<file path="src/hw/rioc_pkg.sv">
// Register map, field layout and decoded control types of the bank
package rioc_pkg;

  localparam logic [7:0]  IDX_REF_INPUT_CONFIG     = 8'h1D;
  localparam logic [7:0]  IDX_CHANNEL_POWER_DOWN   = 8'h1E;
  localparam logic [7:0]  IDX_OUTPUT_ZERO_CONTROL  = 8'h1F;
  localparam logic [31:0] ADR_REF_INPUT_CONFIG     =
    {22'h000000, IDX_REF_INPUT_CONFIG, 2'b00};
  localparam logic [31:0] ADR_CHANNEL_POWER_DOWN   =
    {22'h000000, IDX_CHANNEL_POWER_DOWN, 2'b00};
  localparam logic [31:0] ADR_OUTPUT_ZERO_CONTROL  =
    {22'h000000, IDX_OUTPUT_ZERO_CONTROL, 2'b00};

  localparam logic [7:0]  RST_REF_INPUT_CONFIG     = 8'h00;
  localparam logic [7:0]  RST_CHANNEL_POWER_DOWN   = 8'h00;
  localparam logic [7:0]  RST_OUTPUT_ZERO_CONTROL  = 8'hB0;
  localparam logic [7:0]  MSK_REF_INPUT_CONFIG     = 8'hBF;
  localparam logic [7:0]  MSK_CHANNEL_POWER_DOWN   = 8'h7F;
  localparam logic [7:0]  MSK_OUTPUT_ZERO_CONTROL  = 8'hFE;

  localparam int POS_DETECTOR_BYPASS        = 7;
  localparam int POS_SECONDARY_GROUND_TERM  = 5;
  localparam int POS_PRIMARY_GROUND_TERM    = 4;
  localparam int POS_SECONDARY_DIFF_TERM    = 3;
  localparam int POS_PRIMARY_DIFF_TERM      = 2;
  localparam int POS_SECONDARY_AC_BIAS      = 1;
  localparam int POS_PRIMARY_AC_BIAS        = 0;

  localparam int POS_SINGLE_ENDED_OFF       = 6;
  localparam int POS_CHAN_SEVEN_OFF         = 5;
  localparam int POS_CHAN_FOUR_OFF          = 2;
  localparam int POS_CHAN_PAIR_TWO_THREE    = 1;
  localparam int POS_CHAN_PAIR_ZERO_ONE     = 0;

  localparam int POS_PAIR_SOURCE_SELECT     = 7;
  localparam int POS_FORMAT_LSB             = 5;
  localparam int POS_MODE_FIRST_LSB         = 3;
  localparam int POS_MODE_SECOND_LSB        = 1;

  localparam logic [4:0] TAIL_MA_CODE0      = 5'h04;
  localparam logic [4:0] TAIL_MA_CODE1      = 5'h06;
  localparam logic [4:0] TAIL_MA_CODE2      = 5'h08;
  localparam logic [4:0] TAIL_MA_HCSL3      = 5'h10;
  localparam logic [7:0] LOAD_OHM_CODE1     = 8'h32;
  localparam logic [7:0] LOAD_OHM_CODE2     = 8'h64;
  localparam logic [7:0] LOAD_OHM_CODE3     = 8'hC8;

  typedef enum logic [1:0] {
    FMT_OFF, FMT_AC_DIFF, FMT_HCSL, FMT_CMOS
  } rioc_fmt_t;

  typedef struct packed {
    logic pri_valid;
    logic sec_valid;
    logic pri_los;
    logic sec_los;
    logic primary_ground_term;
    logic secondary_ground_term;
    logic primary_diff_term;
    logic secondary_diff_term;
    logic primary_ac_bias;
    logic secondary_ac_bias;
  } rioc_ref_t;

  typedef struct packed {
    logic on;
    logic hiz;
    logic low;
    logic invert;
  } rioc_se_t;

  typedef struct packed {
    logic       src_pll2;
    logic       drv_on;
    rioc_fmt_t  fmt;
    logic [4:0] tail_ma;
    logic [7:0] load_ohm;
    rioc_se_t   pos;
    rioc_se_t   neg;
  } rioc_out0_t;

endpackage

</file>
<file path="src/hw/rioc_regs.sv">
// Reference input and output channel control registers on AHB-Lite
// Functional notes
// - Detector bypass forces both reference inputs valid for PLL control.
// - Bypass leaves loss-of-signal status on the real detector results.
// - Secondary ground bit selects 50 ohm to ground in diff mode.
// - Primary ground bit selects 50 ohm to ground in diff mode.
// - Secondary diff bit selects 100 ohm differential termination.
// - Primary diff bit selects 100 ohm differential termination.
// - Secondary AC bit enables internal bias; clear leaves it unused.
// - Primary AC bit enables internal bias; clear leaves it unused.
// - Channel 7..4 off bits disable that channel's mux and divider.
// - Pair off bits disable mux and divider of channels 2/3, 0/1.
// - Single-ended channel off bit powers that channel down.
// - Source select routes PLL1 at 0, PLL2 at 1; resets to 1.
// - Format: 0 off, 1 AC diff, 2 HCSL, 3 CMOS; resets to 1.
// - Diff mode: first mode sets tail 4, 6, 8, 16 or 8 mA.
// - CMOS mode: first mode drives positive pin; resets to 2.
// - HCSL mode: second mode sets load tri, 50, 100, 200 ohm.
// - CMOS mode: second mode drives negative pin likewise.
`timescale 1ns/10ps
module rioc_regs (
  input  wire logic         hclk,
  input  wire logic         hresetn,
  input  wire logic         hsel,
  input  wire logic [31:0]  haddr,
  input  wire logic [1:0]   htrans,
  input  wire logic         hwrite,
  input  wire logic [2:0]   hsize,
  input  wire logic [31:0]  hwdata,
  input  wire logic         hready,
  output logic      [31:0]  hrdata,
  output logic              hreadyout,
  output logic              hresp,
  input  wire logic         pri_detect,
  input  wire logic         sec_detect,
  input  wire logic         pri_diff_mode,
  input  wire logic         sec_diff_mode,
  output rioc_pkg::rioc_ref_t  ref_ctrl_q,
  output logic      [7:0]   chan_mux_div_off_q,
  output logic              single_ended_channel_off_q,
  output rioc_pkg::rioc_out0_t out0_ctrl_q
);
  import rioc_pkg::*;

  logic [7:0]  ref_input_config_q;
  logic [7:0]  ref_input_config_d;
  logic [7:0]  channel_power_down_q;
  logic [7:0]  channel_power_down_d;
  logic [7:0]  output_zero_control_q;
  logic [7:0]  output_zero_control_d;
  logic        wr_pend_q;
  logic [31:0] adr_q;

  // Bus decode
  wire         acc_take;
  wire         hit_ref_wr;
  wire         hit_channel_power_down_wr;
  wire         hit_out0_wr;
  wire [7:0]   rd_val;

  assign acc_take    = hsel & htrans[1] & hready;
  assign hit_ref_wr  = wr_pend_q & (adr_q == ADR_REF_INPUT_CONFIG);
  assign hit_channel_power_down_wr = wr_pend_q & (adr_q == ADR_CHANNEL_POWER_DOWN);
  assign hit_out0_wr = wr_pend_q & (adr_q == ADR_OUTPUT_ZERO_CONTROL);

  // Reserved bits masked on write so they read back zero
  assign ref_input_config_d = hit_ref_wr ?
    (hwdata[7:0] & MSK_REF_INPUT_CONFIG) : ref_input_config_q;
  assign channel_power_down_d = hit_channel_power_down_wr ?
    (hwdata[7:0] & MSK_CHANNEL_POWER_DOWN) : channel_power_down_q;
  assign output_zero_control_d = hit_out0_wr ?
    (hwdata[7:0] & MSK_OUTPUT_ZERO_CONTROL) : output_zero_control_q;

  // Read data from next values so a read right after a write sees it
  assign rd_val =
    (haddr == ADR_REF_INPUT_CONFIG)    ? ref_input_config_d    :
    (haddr == ADR_CHANNEL_POWER_DOWN)  ? channel_power_down_d  :
    (haddr == ADR_OUTPUT_ZERO_CONTROL) ? output_zero_control_d :
    8'h00;

  always_ff @(posedge hclk or negedge hresetn) begin
    if (!hresetn) begin
      wr_pend_q <= 1'b0;
      adr_q     <= 32'h00000000;
    end else begin
      wr_pend_q <= acc_take & hwrite;
      if (acc_take) begin
        adr_q <= haddr;
      end
    end
  end

  always_ff @(posedge hclk or negedge hresetn) begin
    if (!hresetn) begin
      hrdata    <= 32'h00000000;
      hreadyout <= 1'b1;
      hresp     <= 1'b0;
    end else begin
      hreadyout <= 1'b1;
      hresp     <= 1'b0;
      if (acc_take & ~hwrite) begin
        hrdata <= {24'h000000, rd_val};
      end
    end
  end

  always_ff @(posedge hclk or negedge hresetn) begin
    if (!hresetn) begin
      ref_input_config_q    <= RST_REF_INPUT_CONFIG;
      channel_power_down_q  <= RST_CHANNEL_POWER_DOWN;
      output_zero_control_q <= RST_OUTPUT_ZERO_CONTROL;
    end else begin
      ref_input_config_q    <= ref_input_config_d;
      channel_power_down_q  <= channel_power_down_d;
      output_zero_control_q <= output_zero_control_d;
    end
  end

  // Reference input controls
  wire        byp;
  rioc_ref_t  ref_d;

  assign byp = ref_input_config_q[POS_DETECTOR_BYPASS];
  assign ref_d.pri_valid = byp | pri_detect;
  assign ref_d.sec_valid = byp | sec_detect;
  assign ref_d.pri_los   = ~pri_detect;
  assign ref_d.sec_los   = ~sec_detect;
  assign ref_d.secondary_ground_term = sec_diff_mode &
    ref_input_config_q[POS_SECONDARY_GROUND_TERM];
  assign ref_d.primary_ground_term = pri_diff_mode &
    ref_input_config_q[POS_PRIMARY_GROUND_TERM];
  assign ref_d.secondary_diff_term = sec_diff_mode &
    ref_input_config_q[POS_SECONDARY_DIFF_TERM];
  assign ref_d.primary_diff_term = pri_diff_mode &
    ref_input_config_q[POS_PRIMARY_DIFF_TERM];
  assign ref_d.secondary_ac_bias =
    ref_input_config_q[POS_SECONDARY_AC_BIAS];
  assign ref_d.primary_ac_bias =
    ref_input_config_q[POS_PRIMARY_AC_BIAS];

  // Channel mux and divider power-down, one bit per channel
  wire [7:0] chan_off_d;
  wire       pair01;
  wire       pair23;

  assign pair01 = channel_power_down_q[POS_CHAN_PAIR_ZERO_ONE];
  assign pair23 = channel_power_down_q[POS_CHAN_PAIR_TWO_THREE];
  assign chan_off_d = {
    channel_power_down_q[POS_CHAN_SEVEN_OFF:POS_CHAN_FOUR_OFF],
    pair23, pair23,
    pair01, pair01
  };

  // Output 0 driver decode
  function automatic rioc_se_t se_dec(input logic [1:0] m);
    rioc_se_t s;
    s.on     = m[1];
    s.hiz    = (m == 2'b00);
    s.low    = (m == 2'b01);
    s.invert = (m == 2'b10);
    return s;
  endfunction

  function automatic logic [4:0] tail_dec(input logic [1:0] m,
                                          input logic       hcsl);
    logic [4:0] t;
    t = TAIL_MA_CODE2;
    case (m)
      2'b00:   t = TAIL_MA_CODE0;
      2'b01:   t = TAIL_MA_CODE1;
      2'b10:   t = TAIL_MA_CODE2;
      default: t = hcsl ? TAIL_MA_HCSL3 : TAIL_MA_CODE2;
    endcase
    return t;
  endfunction

  function automatic logic [7:0] load_dec(input logic [1:0] m);
    logic [7:0] r;
    r = 8'h00;
    case (m)
      2'b01:   r = LOAD_OHM_CODE1;
      2'b10:   r = LOAD_OHM_CODE2;
      2'b11:   r = LOAD_OHM_CODE3;
      default: r = 8'h00;
    endcase
    return r;
  endfunction

  localparam rioc_se_t SE_IDLE = '{on: 1'b0, hiz: 1'b1,
                                   low: 1'b0, invert: 1'b0};

  rioc_fmt_t  fmt;
  wire [1:0]  mode1;
  wire [1:0]  mode2;
  wire        is_diff;
  wire        is_hcsl;
  wire        is_cmos;
  rioc_out0_t out0_d;

  assign fmt = rioc_fmt_t'(
    output_zero_control_q[POS_FORMAT_LSB +: 2]);
  assign mode1 = output_zero_control_q[POS_MODE_FIRST_LSB +: 2];
  assign mode2 = output_zero_control_q[POS_MODE_SECOND_LSB +: 2];
  assign is_hcsl = (fmt == FMT_HCSL);
  assign is_diff = (fmt == FMT_AC_DIFF) | is_hcsl;
  assign is_cmos = (fmt == FMT_CMOS);

  assign out0_d.src_pll2 =
    output_zero_control_q[POS_PAIR_SOURCE_SELECT];
  // Format zero turns off the output buffer only; mux and divider follow the pair zero one bit
  assign out0_d.drv_on = (fmt != FMT_OFF);
  assign out0_d.fmt = fmt;
  assign out0_d.tail_ma = is_diff ?
    tail_dec(mode1, is_hcsl) : 5'h00;
  assign out0_d.load_ohm = is_hcsl ? load_dec(mode2) : 8'h00;
  assign out0_d.pos = is_cmos ? se_dec(mode1) : SE_IDLE;
  assign out0_d.neg = is_cmos ? se_dec(mode2) : SE_IDLE;

  // Decoded controls leave through flip-flops
  always_ff @(posedge hclk or negedge hresetn) begin
    if (!hresetn) begin
      ref_ctrl_q                 <= '0;
      chan_mux_div_off_q         <= 8'h00;
      single_ended_channel_off_q <= 1'b0;
      out0_ctrl_q                <= '0;
    end else begin
      ref_ctrl_q                 <= ref_d;
      chan_mux_div_off_q         <= chan_off_d;
      single_ended_channel_off_q <=
        channel_power_down_q[POS_SINGLE_ENDED_OFF];
      out0_ctrl_q                <= out0_d;
    end
  end

  // Checks wait one edge after reset so flops show decoded values
  logic chk_live_q;

  always_ff @(posedge hclk or negedge hresetn) begin
    if (!hresetn) begin
      chk_live_q <= 1'b0;
    end else begin
      chk_live_q <= 1'b1;
    end
  end
endmodule

</file>
<file path="config.mk">
export PLATFORM = sky130hd
export DESIGN_NAME = rioc_regs
export DESIGN_NICKNAME = d
export VERILOG_FILES = /design/src/hw/rioc_pkg.sv /design/src/hw/rioc_regs.sv
export SDC_FILE = /design/constraint.sdc
export NUM_CORES = 1
export LEC_CHECK = 0
export CORE_ASPECT_RATIO = 1.4
export CORE_MARGIN = 3
export CORE_UTILIZATION = 55
export CTS_CLUSTER_DIAMETER = 40
export DETAILED_ROUTE_END_ITERATION = 16
export DONT_BUFFER_PORTS = 1
export HOLD_SLACK_MARGIN = 0.06
export PLACE_DENSITY = 0.73
export SYNTH_ARGS = -nofsm -noshare
export SYNTH_HDL_FRONTEND = slang
export SYNTH_SLANG_ARGS = --single-unit
export TNS_END_PERCENT = 5
</file>
<file path="constraint.sdc">
create_clock -name hclk -period 4.3 [get_ports hclk]
set_input_delay 0.215 -clock hclk [delete_from_list [all_inputs] [get_ports hclk]]
set_output_delay 0.215 -clock hclk [all_outputs]
set_load 0.01 [all_outputs]
</file>
== Word level (Yosys, flattened, before mapping) ==
Index checks and enable logic that the tools add are counted.

* Equality and inequality tests: 14
* Muxes and demuxes: 13
* Bitwise gates (word level): 17
* Reductions and logical operators: 3

{| class="wikitable"
|+ Operators by type and width
! kind !! number
|-
| 32-bit by 7-bit equality test with 1-bit output, second input constant || 6
|-
| 8-bit two-way mux || 7
|-
| 8-bit case mux with 3 select lines || 1
|-
| 5-bit case mux with 3 select lines || 1
|-
| 1-bit AND || 11
|-
| 2-bit equality test, second input constant || 5
|-
| 5-bit two-way mux || 2
|-
| 4-bit two-way mux || 2
|-
| 2-bit by 1-bit equality test with 1-bit output, second input constant || 3
|-
| 2-bit zero test || 2
|-
| 1-bit inverter || 3
|-
| 1-bit OR || 3
|-
| 2-bit nonzero test || 1
|}

* Register bits: 109
* Input port bits: 78

== Logic depth before layout (Yosys ltp) ==
Gate-level depths: netlist of the first run.

* Depth after elaboration: 6
* Mapped depth: 7
* Depth with buffers taken out: 6

== Worst setup path before layout of the first run ==
OpenSTA, ideal clock, no wires.

* Kind: register to register
* Start point: register adr_q[8]
* End point: register hrdata[0]
* Arrival: 2.170 ns
* Path slack: 2.011 ns
* Cell stages (with the launch flop): 7
* Buffers on the path: 0
* Period minus slack after synthesis: 2.289 ns
* Cell sequence: dfrtp_1 nor4_4 nand4_4 nor4_4 mux2_2 or2_2 a31o_1

{| class="wikitable"
|+ RTL lines
! element !! RTL line !! source
|-
| start, declared || rioc_regs.sv:52 || <nowiki>logic [31:0] adr_q;</nowiki>
|-
| start signal, assigned || rioc_regs.sv:88 || <nowiki>adr_q <= haddr;</nowiki>
|-
| 32-bit by 7-bit equality test with 1-bit output || rioc_regs.sv:62 || <nowiki>assign hit_ref_wr = wr_pend_q & (adr_q == ADR_REF_INPUT_CONFIG);</nowiki>
|-
| 1-bit AND || rioc_regs.sv:62 ||
|-
| 8-bit two-way mux || rioc_regs.sv:67 || <nowiki>assign ref_input_config_d = hit_ref_wr ?</nowiki>
|-
| via ref_input_config_d[0] || rioc_regs.sv:46 || <nowiki>logic [7:0] ref_input_config_d;</nowiki>
|-
| 8-bit two-way mux || rioc_regs.sv:76 || <nowiki>(haddr == ADR_REF_INPUT_CONFIG) ? ref_input_config_d :</nowiki>
|-
| end signal, assigned || rioc_regs.sv:102 || <nowiki>hrdata <= {24'h000000, rd_val};</nowiki>
|-
| end, declared || rioc_regs.sv:31 || <nowiki>output logic [31:0] hrdata,</nowiki>
|}

The timed path passes the listed nets, and every way through them passes these cells.
A chain may end at the register's enable or synchronous reset.

== Worst setup path in the final report of the first run ==
* Start point: register adr_q[29]
* End point: register hrdata[0]

Same word-level chain as after synthesis.

==> flow_metrics.py, run 1 <==
metrics = {
    "outcome": {
        "status": "finished clean",
    },
    "logic_synthesis": {
        "ys_ff_latch": 103,
        "ys_warn_count": 0,
        "async_reset_ff_frac": 1.00,
        "synth.area.top_cells": "dfrtp_1, mux2_2, buf_4",
        "syn-instance-count": 321,
        "yosysSeqAreaShare": 0.592,
        "yosysTopAreaCell": "dfrtp_1",
        "synth_top_flop_cell": "dfrtp_1",
        "syn_avg_cell_area_um2": 13.6,
        "synth_top_area_frac": 0.574,
        "synth_edf_count": 0,
        "synth.distinct_cells": 42,
        "netlist_area_um2": 4360,
    },
    "final_layout": {
        "finalNetCount": 456,
        "area_growth_pct": 14.9,
        "final_common_cell": "dfrtp_1",
        "drive_above_1_share": 0.198,
        "final_cell_mix": "dfrtp_1, dlygate4sd3_1, mux2_2, conb_1, inv_1",
        "num_antenna_cells": 0,
    },
    "drt": {
        "drtPass1Iterations": 4,
        "drc": 0,
        "drt_iter0_drc": 84,
        "vias_per_cell": 5.22,
        "avgRoutedWirePerCell_um": 17.1,
        "vias": 2459,
        "antenna_left": 0,
        "wl_mm": 8.07,
    },
    "setup_path": {
        "cp_max_fo": 8,
        "crit_type": "reg -> reg",
        "startpoint_type": "flop",
        "worstPathRequired_ns": 4.56,
        "cp.arrival_ns": 2.94,
        "cp-end-kind": "flop",
        "reg2reg_slack_ns": 1.62,
    },
    "die": {
        "pin_count": 156,
        "rows": 37,
        "coreArea_um2": 7550,
        "die_y_um": 111,
        "die_area_um2": 9050,
        "die_w_um": 81.3,
        "start_util": 0.578,
    },
    "power_and_ir_drop": {
        "leakage_nw": 2.40,
        "peakVddDrop_v": 0.000211,
        "power.total_mw": 1.85,
        "cellPowerDensity_nw_per_um2": 369,
    },
    "sta": {
        "setup_viol": 0,
        "maxClockFrequency_ghz": 0.373,
        "slew_violations": 0,
        "slew_headroom": 0.474,
        "rsz0062_at_grt": "false",
        "fin_crit_sh": 0.624,
        "min_period_ns": 2.68,
        "tightest_slew_ns": 0.784,
        "skew_ns": 0.00706,
        "hold_viol_final": 0,
        "setup-tns-final_ns": 0,
    },
    "job": {
        "max_cap_viol_count": 0,
    },
    "cts": {
        "cts_tree": "built",
        "clkLatencyLatePin_ns": 0.37,
        "numCtsBuffers": 9,
        "clk_path_buf_depth": 2,
        "clock-sinks": 103,
        "cts_resized": 0,
        "root_buffer": "clkbuf_8",
        "htree_levels": 3,
        "cts.clk_slew.worst_paths_ns": 0.09,
    },
    "global_route": {
        "grt_pass1_wl_mm": 13.1,
        "grt_max_degree": 104,
        "antenna_found_initial": 0,
        "grt_overflow": 0,
        "grt_usage": 0.193,
        "grt_pass1_vias": 2638,
    },
    "worst_hold_path": {
        "hold_path_class": "in -> reg",
    },
    "place": {
        "portBuffers": 0,
        "gp_congestion": 0.750,
        "dp_hpwl_mm": 5.51,
    },
}
cell usage after synthesis (all sizes together) (4+ instances only):
master and n:
buf 32, mux2 39, inv 26, o31a 5, nand2 5, nand2b 9, clkbuf 5, o22ai 5
o21a 5, dfrtp 100, nor2 4, and2 13, mux2i 14, nor4 13, ha 9
per-stage QoR:
stage	hold WS, ns	std cells	setup WS (ns)	util	instance area (um^2)
2_1_floorplan	-0.0806	347	2.01	-	4460
3_3_place_gp	-0.0785	408	1.62	0.574	4330
3_5_place_dp	-0.0783	408	1.57	0.574	4330
4_1_cts	0.0625	471	1.57	0.664	5010
5_1_grt	0.0827	471	1.46	0.664	5010
6_report	0.0796	471	1.62	0.664	5010
worst paths after layout:
kind | from | to | cells past startpoint
worst min-delay path | hwrite | hrdata[6] | 3
worst min register to register | channel_power_down_q[2] | chan_mux_div_off_q[4] | 0
worst max-delay path | adr_q[29] | hrdata[0] | 6
min in group asynchronous | hresetn | out0_ctrl_q[10] | 2
worst max register to register | adr_q[29] | hrdata[0] | 6
max in group asynchronous | hresetn | output_zero_control_q[7] | 2
registers in the layout, indices dropped and copies added, names as in the netlist, 6 cells and up:
register / cells
adr_q: 32
out0_ctrl_q: 21
ref_ctrl_q: 10
channel_power_down_q: 8
hrdata: 8
output_zero_control_q: 8
ref_input_config_q: 8
chan_mux_div_off_q: 6
critical path, cell delays in order, from the launching register on:
cell	delay, ns
dfrtp_1	0.39
nor4_1	0.42
nand4_2	0.29
nor4_4	0.57
mux2_2	0.41
or2_2	0.29
a31o_1	0.21
per-layer routing:
| metal | up-vias | GRT usage | share of wire |
|---|---|---|---|
| li1 | 1136 | - | - |
| met3 | 17 | 0.0550 | 0.066 |
| met1 | 1218 | 0.216 | 0.37 |
| met5 | - | 0 | 0 |
| met2 | 88 | 0.332 | 0.54 |
| met4 | 0 | 0.0868 | 0.025 |
logic make-up after synthesis:
family	synth area share
mux	0.133
buf+inv	0.0818
other cells	0.00172
fa+ha+maj	0.0258
compound gates	0.0425
simple gates	0.123
flops	0.592
final cells by class:
| type | count | area (um^2) |
|---|---|---|
| multi-input combinational | 181 | 1520 |
| sequential | 103 | 2580 |
| clock buffer | 12 | 165 |
| fill | 565 | 2540 |
| timing repair buffer | 48 | 495 |
| tap | 97 | 121 |
| inverter | 26 | 97.6 |
| clock inverter | 4 | 28.8 |
power breakdown:
group | switching, mW | internal, mW | total, mW
combinational | 0.0773 | 0.105 | 0.182
sequential | 0.0566 | 1.04 | 1.09
clock | 0.315 | 0.258 | 0.572
timing repair:
action                                 CTS  global route
buffers inserted                         0             0
endpoints found under the hold margin  165             0
hold buffers                            47             0
No activity file was read; power rests on OpenSTA's default activity.
==> inputs of run 2 (changes only) <==
--- a/config.mk
+++ b/config.mk
@@ -12,7 +12,7 @@
 export DETAILED_ROUTE_END_ITERATION = 16
 export DONT_BUFFER_PORTS = 1
 export HOLD_SLACK_MARGIN = 0.06
-export PLACE_DENSITY = 0.73
+export PLACE_DENSITY = 0.76
 export SYNTH_ARGS = -nofsm -noshare
 export SYNTH_HDL_FRONTEND = slang
 export SYNTH_SLANG_ARGS = --single-unit
==> constraint.sdc (replaced) <==
create_clock -name hclk -period 2.35 [get_ports hclk]
set_input_delay 0.1175 -clock hclk [delete_from_list [all_inputs] [get_ports hclk]]
set_output_delay 0.1175 -clock hclk [all_outputs]
set_load 0.01 [all_outputs]
==> flow_metrics.py, run 2 (synthesis results as in run 1) <==
metrics = {
    "setup_path": {
        "crit_type": "reg -> reg",
        "slowest_stage": "dfrtp_1",
        "reg2reg_slack_ns": 0.04,
        "crit_top_cell": "nor4_4",
        "max_stage_delay_ns": 0.44,
        "reg2reg_to": "hrdata[0]",
        "startpoint_type": "flop",
        "cp.arrival_ns": 2.57,
        "cp-end-kind": "flop",
        "cp_max_fo": 3,
        "reg2reg_from": "adr_q[16]",
        "reg2regPathDepth": 7,
        "worstPathRequired_ns": 2.61,
        "path_cells": "nor4_4, nand4_4, nor4_4, buf_4, mux2_4, or2_2, a31o_1",
    },
    "die": {
        "pin_count": 156,
        "die_y_um": 111,
        "die_area_um2": 9050,
        "coreArea_um2": 7550,
        "rows": 37,
        "start_util": 0.578,
        "die_w_um": 81.3,
    },
    "sta": {
        "setup_ws_ns": 0.0437,
        "maxClockFrequency_ghz": 0.434,
        "rsz0062_at_grt": "true",
        "min_period_ns": 2.31,
        "setup_viol": 0,
        "setup-tns-final_ns": 0,
        "slew_headroom": 0.632,
        "skew_ns": 0.00827,
        "holdWs_ns": -0.561,
        "tightest_slew_ns": 0.552,
        "fin_crit_sh": 0.981,
        "slew_violations": 0,
        "hold_viol_final": 103,
    },
    "global_route": {
        "grt_max_degree": 104,
        "grt_usage": 0.202,
        "grt_pass1_vias": 2750,
        "grt_pass1_wl_mm": 13.8,
        "grt_overflow": 0,
        "antenna_found_initial": 0,
    },
    "power_and_ir_drop": {
        "peakVddDrop_v": 0.000596,
        "clockPowerShare": 0.317,
        "power.switching_uw": 836,
        "pwr-share-seq": 0.592,
        "combinationalPowerShare": 0.090,
        "power.total_mw": 3.42,
        "switching_share": 0.244,
        "power.internal_mw": 2.59,
        "leakage_nw": 2.47,
        "cellPowerDensity_nw_per_um2": 664,
    },
    "job": {
        "max_cap_viol_count": 0,
    },
    "cts": {
        "clock-sinks": 103,
        "cts.clk_slew.worst_paths_ns": 0.10,
        "cts_hold_buf": 45,
        "numCtsBuffers": 9,
        "root_buffer": "clkbuf_8",
        "htree_levels": 3,
        "cts_tree": "built",
        "clk_path_buf_depth": 2,
        "clkLatencyLatePin_ns": 0.36,
    },
    "drt": {
        "drtPass1Iterations": 4,
        "drc": 0,
        "vias": 2495,
        "wl_mm": 8.70,
        "drt_iter0_drc": 164,
        "vias_per_cell": 5.17,
        "avgRoutedWirePerCell_um": 18.0,
        "antenna_left": 0,
    },
    "final_layout": {
        "finalNetCount": 468,
        "final_common_cell": "dfrtp_1",
        "num_antenna_cells": 0,
        "largest-register": "adr_q",
        "reg_top3": "adr_q (32), out0_ctrl_q (21), ref_ctrl_q (10)",
        "final_cell_mix": "dfrtp_1, dlygate4sd3_1, mux2_2, conb_1, inv_1",
        "area_growth_pct": 18.3,
        "post-route-util": 0.683,
        "drive_above_1_share": 0.246,
        "layoutNonFillerInstCount": 483,
        "largest_reg_flops": 32,
    },
    "place": {
        "gp_congestion": 0.791,
        "dp_hpwl_mm": 5.72,
        "place_ws_ns": 0.00528,
        "dp.cells": 418,
        "portBuffers": 0,
    },
    "outcome": {
        "status": "finished, violations left",
        "violations": "negative hold slack",
    },
    "worst_hold_path": {
        "hold_path_class": "in -> async",
    },
}
-- run 2: cell count changes in the layout (fill, tap and decap cells not counted), moves of 2 or more --
| cell | previous run | this run |
|---|---|---|
| nor4_1 | 8 | 5 |
| clkinv_4 | 1 | 3 |
| buf_6 | 0 | 2 |
| mux2i_1 | 14 | 10 |
| mux2i_2 | 0 | 3 |
| buf_4 | 1 | 13 |
| nor4_4 | 5 | 7 |
| clkbuf_8 | 12 | 9 |
-- run 2: worst max path at each step --
stage	start	endpoint	slack [ns]
floorplan	adr_q[8]	hrdata[0]	0.06
global placement	adr_q[8]	hrdata[3]	0.03
detailed placement	adr_q[8]	hrdata[4]	0.005
CTS	adr_q[8]	hrdata[6]	0.004
global route	adr_q[16]	hrdata[2]	-0.02
finish	adr_q[16]	hrdata[0]	0.04
-- run 2: worst max-delay path, delay by kind of cell, from the launching register on --
family          cells  cell delay [ns]
flops               1             0.44
simple gates        4             1.09
compound gates      1             0.21
mux                 1             0.30
buf+inv             1             0.16
-- run 2: layer usage --
| metal | part of all wire | global-route usage |
|---|---|---|
| met2 | 0.57 | 0.357 |
| met5 | 0 | 0 |
| met4 | 0.015 | 0.0654 |
| met3 | 0.058 | 0.0615 |
| met1 | 0.36 | 0.226 |
-- run 2: timing repair --
action                                 CTS  global route
buffers inserted                         0             4
pin swaps                                1             6
endpoints found under the hold margin  167           103
setup endpoints to repair                4             8
gates resized for setup                  2            12
-- run 2: area by class of cell --
type	count	area, um^2
Clock buffer	9	124
Clock inverter	7	73.8
Fill cell	517	2390
Inverter	26	97.6
Multi-Input combinational cell	181	1590
Sequential cell	103	2580
Tap cell	97	121
Timing Repair Buffer	60	571
-- run 2: power groups by stage --
| stage | Sequential (mW) | Combinational (mW) | Clock (mW) |
|---|---|---|---|
| floorplan | 2.01 | 0.242 | 0 |
| global placement | 2.03 | 0.217 | 0 |
| detailed placement | 2.04 | 0.227 | 0 |
| CTS | 2.01 | 0.293 | 1.12 |
| global route | 2.04 | 0.339 | 1.21 |
| finish | 2.03 | 0.309 | 1.09 |
-- run 2: through the flow --
stage / instance area [um^2] / hold WS (ns)
after CTS: 5060 / -0.583
final: 5160 / -0.561
after global placement: 4400 / -0.176
after global routing: 5160 / -0.605
after floorplan: 4460 / -0.178
after detailed placement: 4400 / -0.176
==> inputs of run 3 (changes only) <==
--- a/config.mk
+++ b/config.mk
@@ -5,7 +5,6 @@
 export SDC_FILE = /design/constraint.sdc
 export NUM_CORES = 1
 export LEC_CHECK = 0
-export CORE_ASPECT_RATIO = 1.4
 export CORE_MARGIN = 3
 export CORE_UTILIZATION = 55
 export CTS_CLUSTER_DIAMETER = 40
==> flow_metrics.py, run 3 (synthesis results as in run 1) <==
metrics = {
    "outcome": {
        "status": "finished, violations left",
        "violations": "negative hold slack",
    },
    "setup_path": {
        "startpoint_type": "flop",
        "cp_max_fo": 2,
        "reg2regPathDepth": 8,
        "reg2reg_slack_ns": 0.03,
        "cp-end-kind": "flop",
        "reg2reg_from": "adr_q[20]",
        "cp.arrival_ns": 2.58,
        "path_delay_family": "simple AND/OR/NAND/NOR gates",
        "worstPathRequired_ns": 2.61,
        "slowest_stage": "dfrtp_1",
        "cp_num_buf_inv": 2,
        "max_stage_delay_ns": 0.42,
        "crit_type": "reg -> reg",
        "reg2reg_to": "hrdata[0]",
        "path_cells": "nor4_2, nand4_2, buf_6, nor4_4, buf_4, mux2i_2, o221ai_1, a31o_1",
    },
    "cts": {
        "cts.clk_slew.worst_paths_ns": 0.11,
        "numCtsBuffers": 9,
        "clk_path_buf_depth": 2,
        "clock-sinks": 103,
        "clkLatencyLatePin_ns": 0.37,
        "cts_tree": "built",
        "cts_hold_buf": 45,
        "htree_levels": 3,
        "root_buffer": "clkbuf_8",
    },
    "drt": {
        "drc": 0,
        "wl_mm": 8.47,
        "vias": 2585,
        "vias_per_cell": 5.33,
        "drt_iter0_drc": 92,
        "avgRoutedWirePerCell_um": 17.5,
        "antenna_left": 0,
        "drtPass1Iterations": 4,
    },
    "final_layout": {
        "layoutNonFillerInstCount": 485,
        "final_cell_mix": "dfrtp_1, dlygate4sd3_1, mux2_2, conb_1, inv_1",
        "reg_top3": "adr_q (32), out0_ctrl_q (21), ref_ctrl_q (10)",
        "drive_above_1_share": 0.249,
        "final_common_cell": "dfrtp_1",
        "area_growth_pct": 18.6,
        "largest-register": "adr_q",
        "largest_reg_flops": 32,
        "num_antenna_cells": 0,
        "finalNetCount": 468,
    },
    "sta": {
        "holdWs_ns": -0.571,
        "setup_ws_ns": 0.0342,
        "rsz0062_at_grt": "true",
        "setup_viol": 0,
        "slew_headroom": 0.630,
        "skew_ns": 0.0151,
        "setup-tns-final_ns": 0,
        "hold_viol_final": 103,
        "fin_crit_sh": 0.985,
        "maxClockFrequency_ghz": 0.432,
        "slew_violations": 0,
        "min_period_ns": 2.32,
        "tightest_slew_ns": 0.555,
    },
    "die": {
        "pin_count": 156,
        "coreArea_um2": 7490,
        "start_util": 0.582,
        "die_w_um": 95.0,
        "rows": 31,
        "die_area_um2": 9030,
        "die_y_um": 95.0,
    },
    "power_and_ir_drop": {
        "peakVddDrop_v": 0.000406,
        "power.total_mw": 3.48,
        "clockPowerShare": 0.336,
        "switching_share": 0.252,
        "combinationalPowerShare": 0.086,
        "pwr-share-seq": 0.578,
        "power.internal_mw": 2.60,
        "cellPowerDensity_nw_per_um2": 673,
        "power.switching_uw": 878,
        "leakage_nw": 2.48,
    },
    "place": {
        "dp.cells": 423,
        "dp_hpwl_mm": 5.65,
        "gp_congestion": 0.750,
        "portBuffers": 0,
        "place_ws_ns": 0.0148,
    },
    "global_route": {
        "grt_usage": 0.197,
        "grt_pass1_wl_mm": 13.5,
        "grt_pass1_vias": 2701,
        "grt_overflow": 0,
        "grt_max_degree": 104,
        "antenna_found_initial": 0,
    },
    "worst_hold_path": {
        "hold_path_class": "in -> async",
    },
    "job": {
        "max_cap_viol_count": 0,
    },
}
[run 3: cell type report]
type	count	area, um^2
flip-flops and latches	103	2580
inverters	26	97.6
clock buffers	9	124
clock inverters	7	87.6
repair buffers	60	574
multi-input cells	181	1580
fillers	524	2310
well taps	99	124
[run 3: metal layers]
metal | part of all wire | GRT usage
met2 | 0.51 | 0.325
met1 | 0.41 | 0.248
met4 | 0.015 | 0.0829
met3 | 0.063 | 0.0489
met5 | 0 | 0
[run 3: through the flow]
step,instance area (um^2),hold slack [ns],util
6_report,5170,-0.571,0.691
5_1_grt,5170,-0.609,0.691
4_1_cts,5100,-0.586,0.681
3_5_place_dp,4430,-0.176,0.592
3_3_place_gp,4430,-0.175,0.592
2_1_floorplan,4460,-0.178,-
[run 3: how the worst max path moves through the flow]
stage                   start  cells past startpoint   endpoint  slack (ns)
finish              adr_q[20]                      8  hrdata[0]        0.03
detailed placement  adr_q[25]                      7  hrdata[3]        0.01
CTS                 adr_q[16]                      7  hrdata[3]       0.007
global placement    adr_q[16]                      7  hrdata[5]        0.06
floorplan            adr_q[8]                      6  hrdata[0]        0.06
global route        adr_q[20]                      8  hrdata[0]       -0.08
[run 3: power by group through the flow]
stage | Combinational [mW] | Clock (mW) | Sequential, mW
2_1_floorplan | 0.242 | 0 | 2.01
3_3_place_gp | 0.218 | 0 | 2.03
3_5_place_dp | 0.228 | 0 | 2.04
4_1_cts | 0.294 | 1.20 | 2.00
5_1_grt | 0.327 | 1.28 | 2.03
6_report | 0.299 | 1.17 | 2.01
[run 3: repair_timing]
action,CTS,global route
setup buffers,0,1
gates resized for setup,1,17
setup endpoints to repair,2,8
pin swaps,0,11
hold endpoints to repair,167,103
cloned,0,0
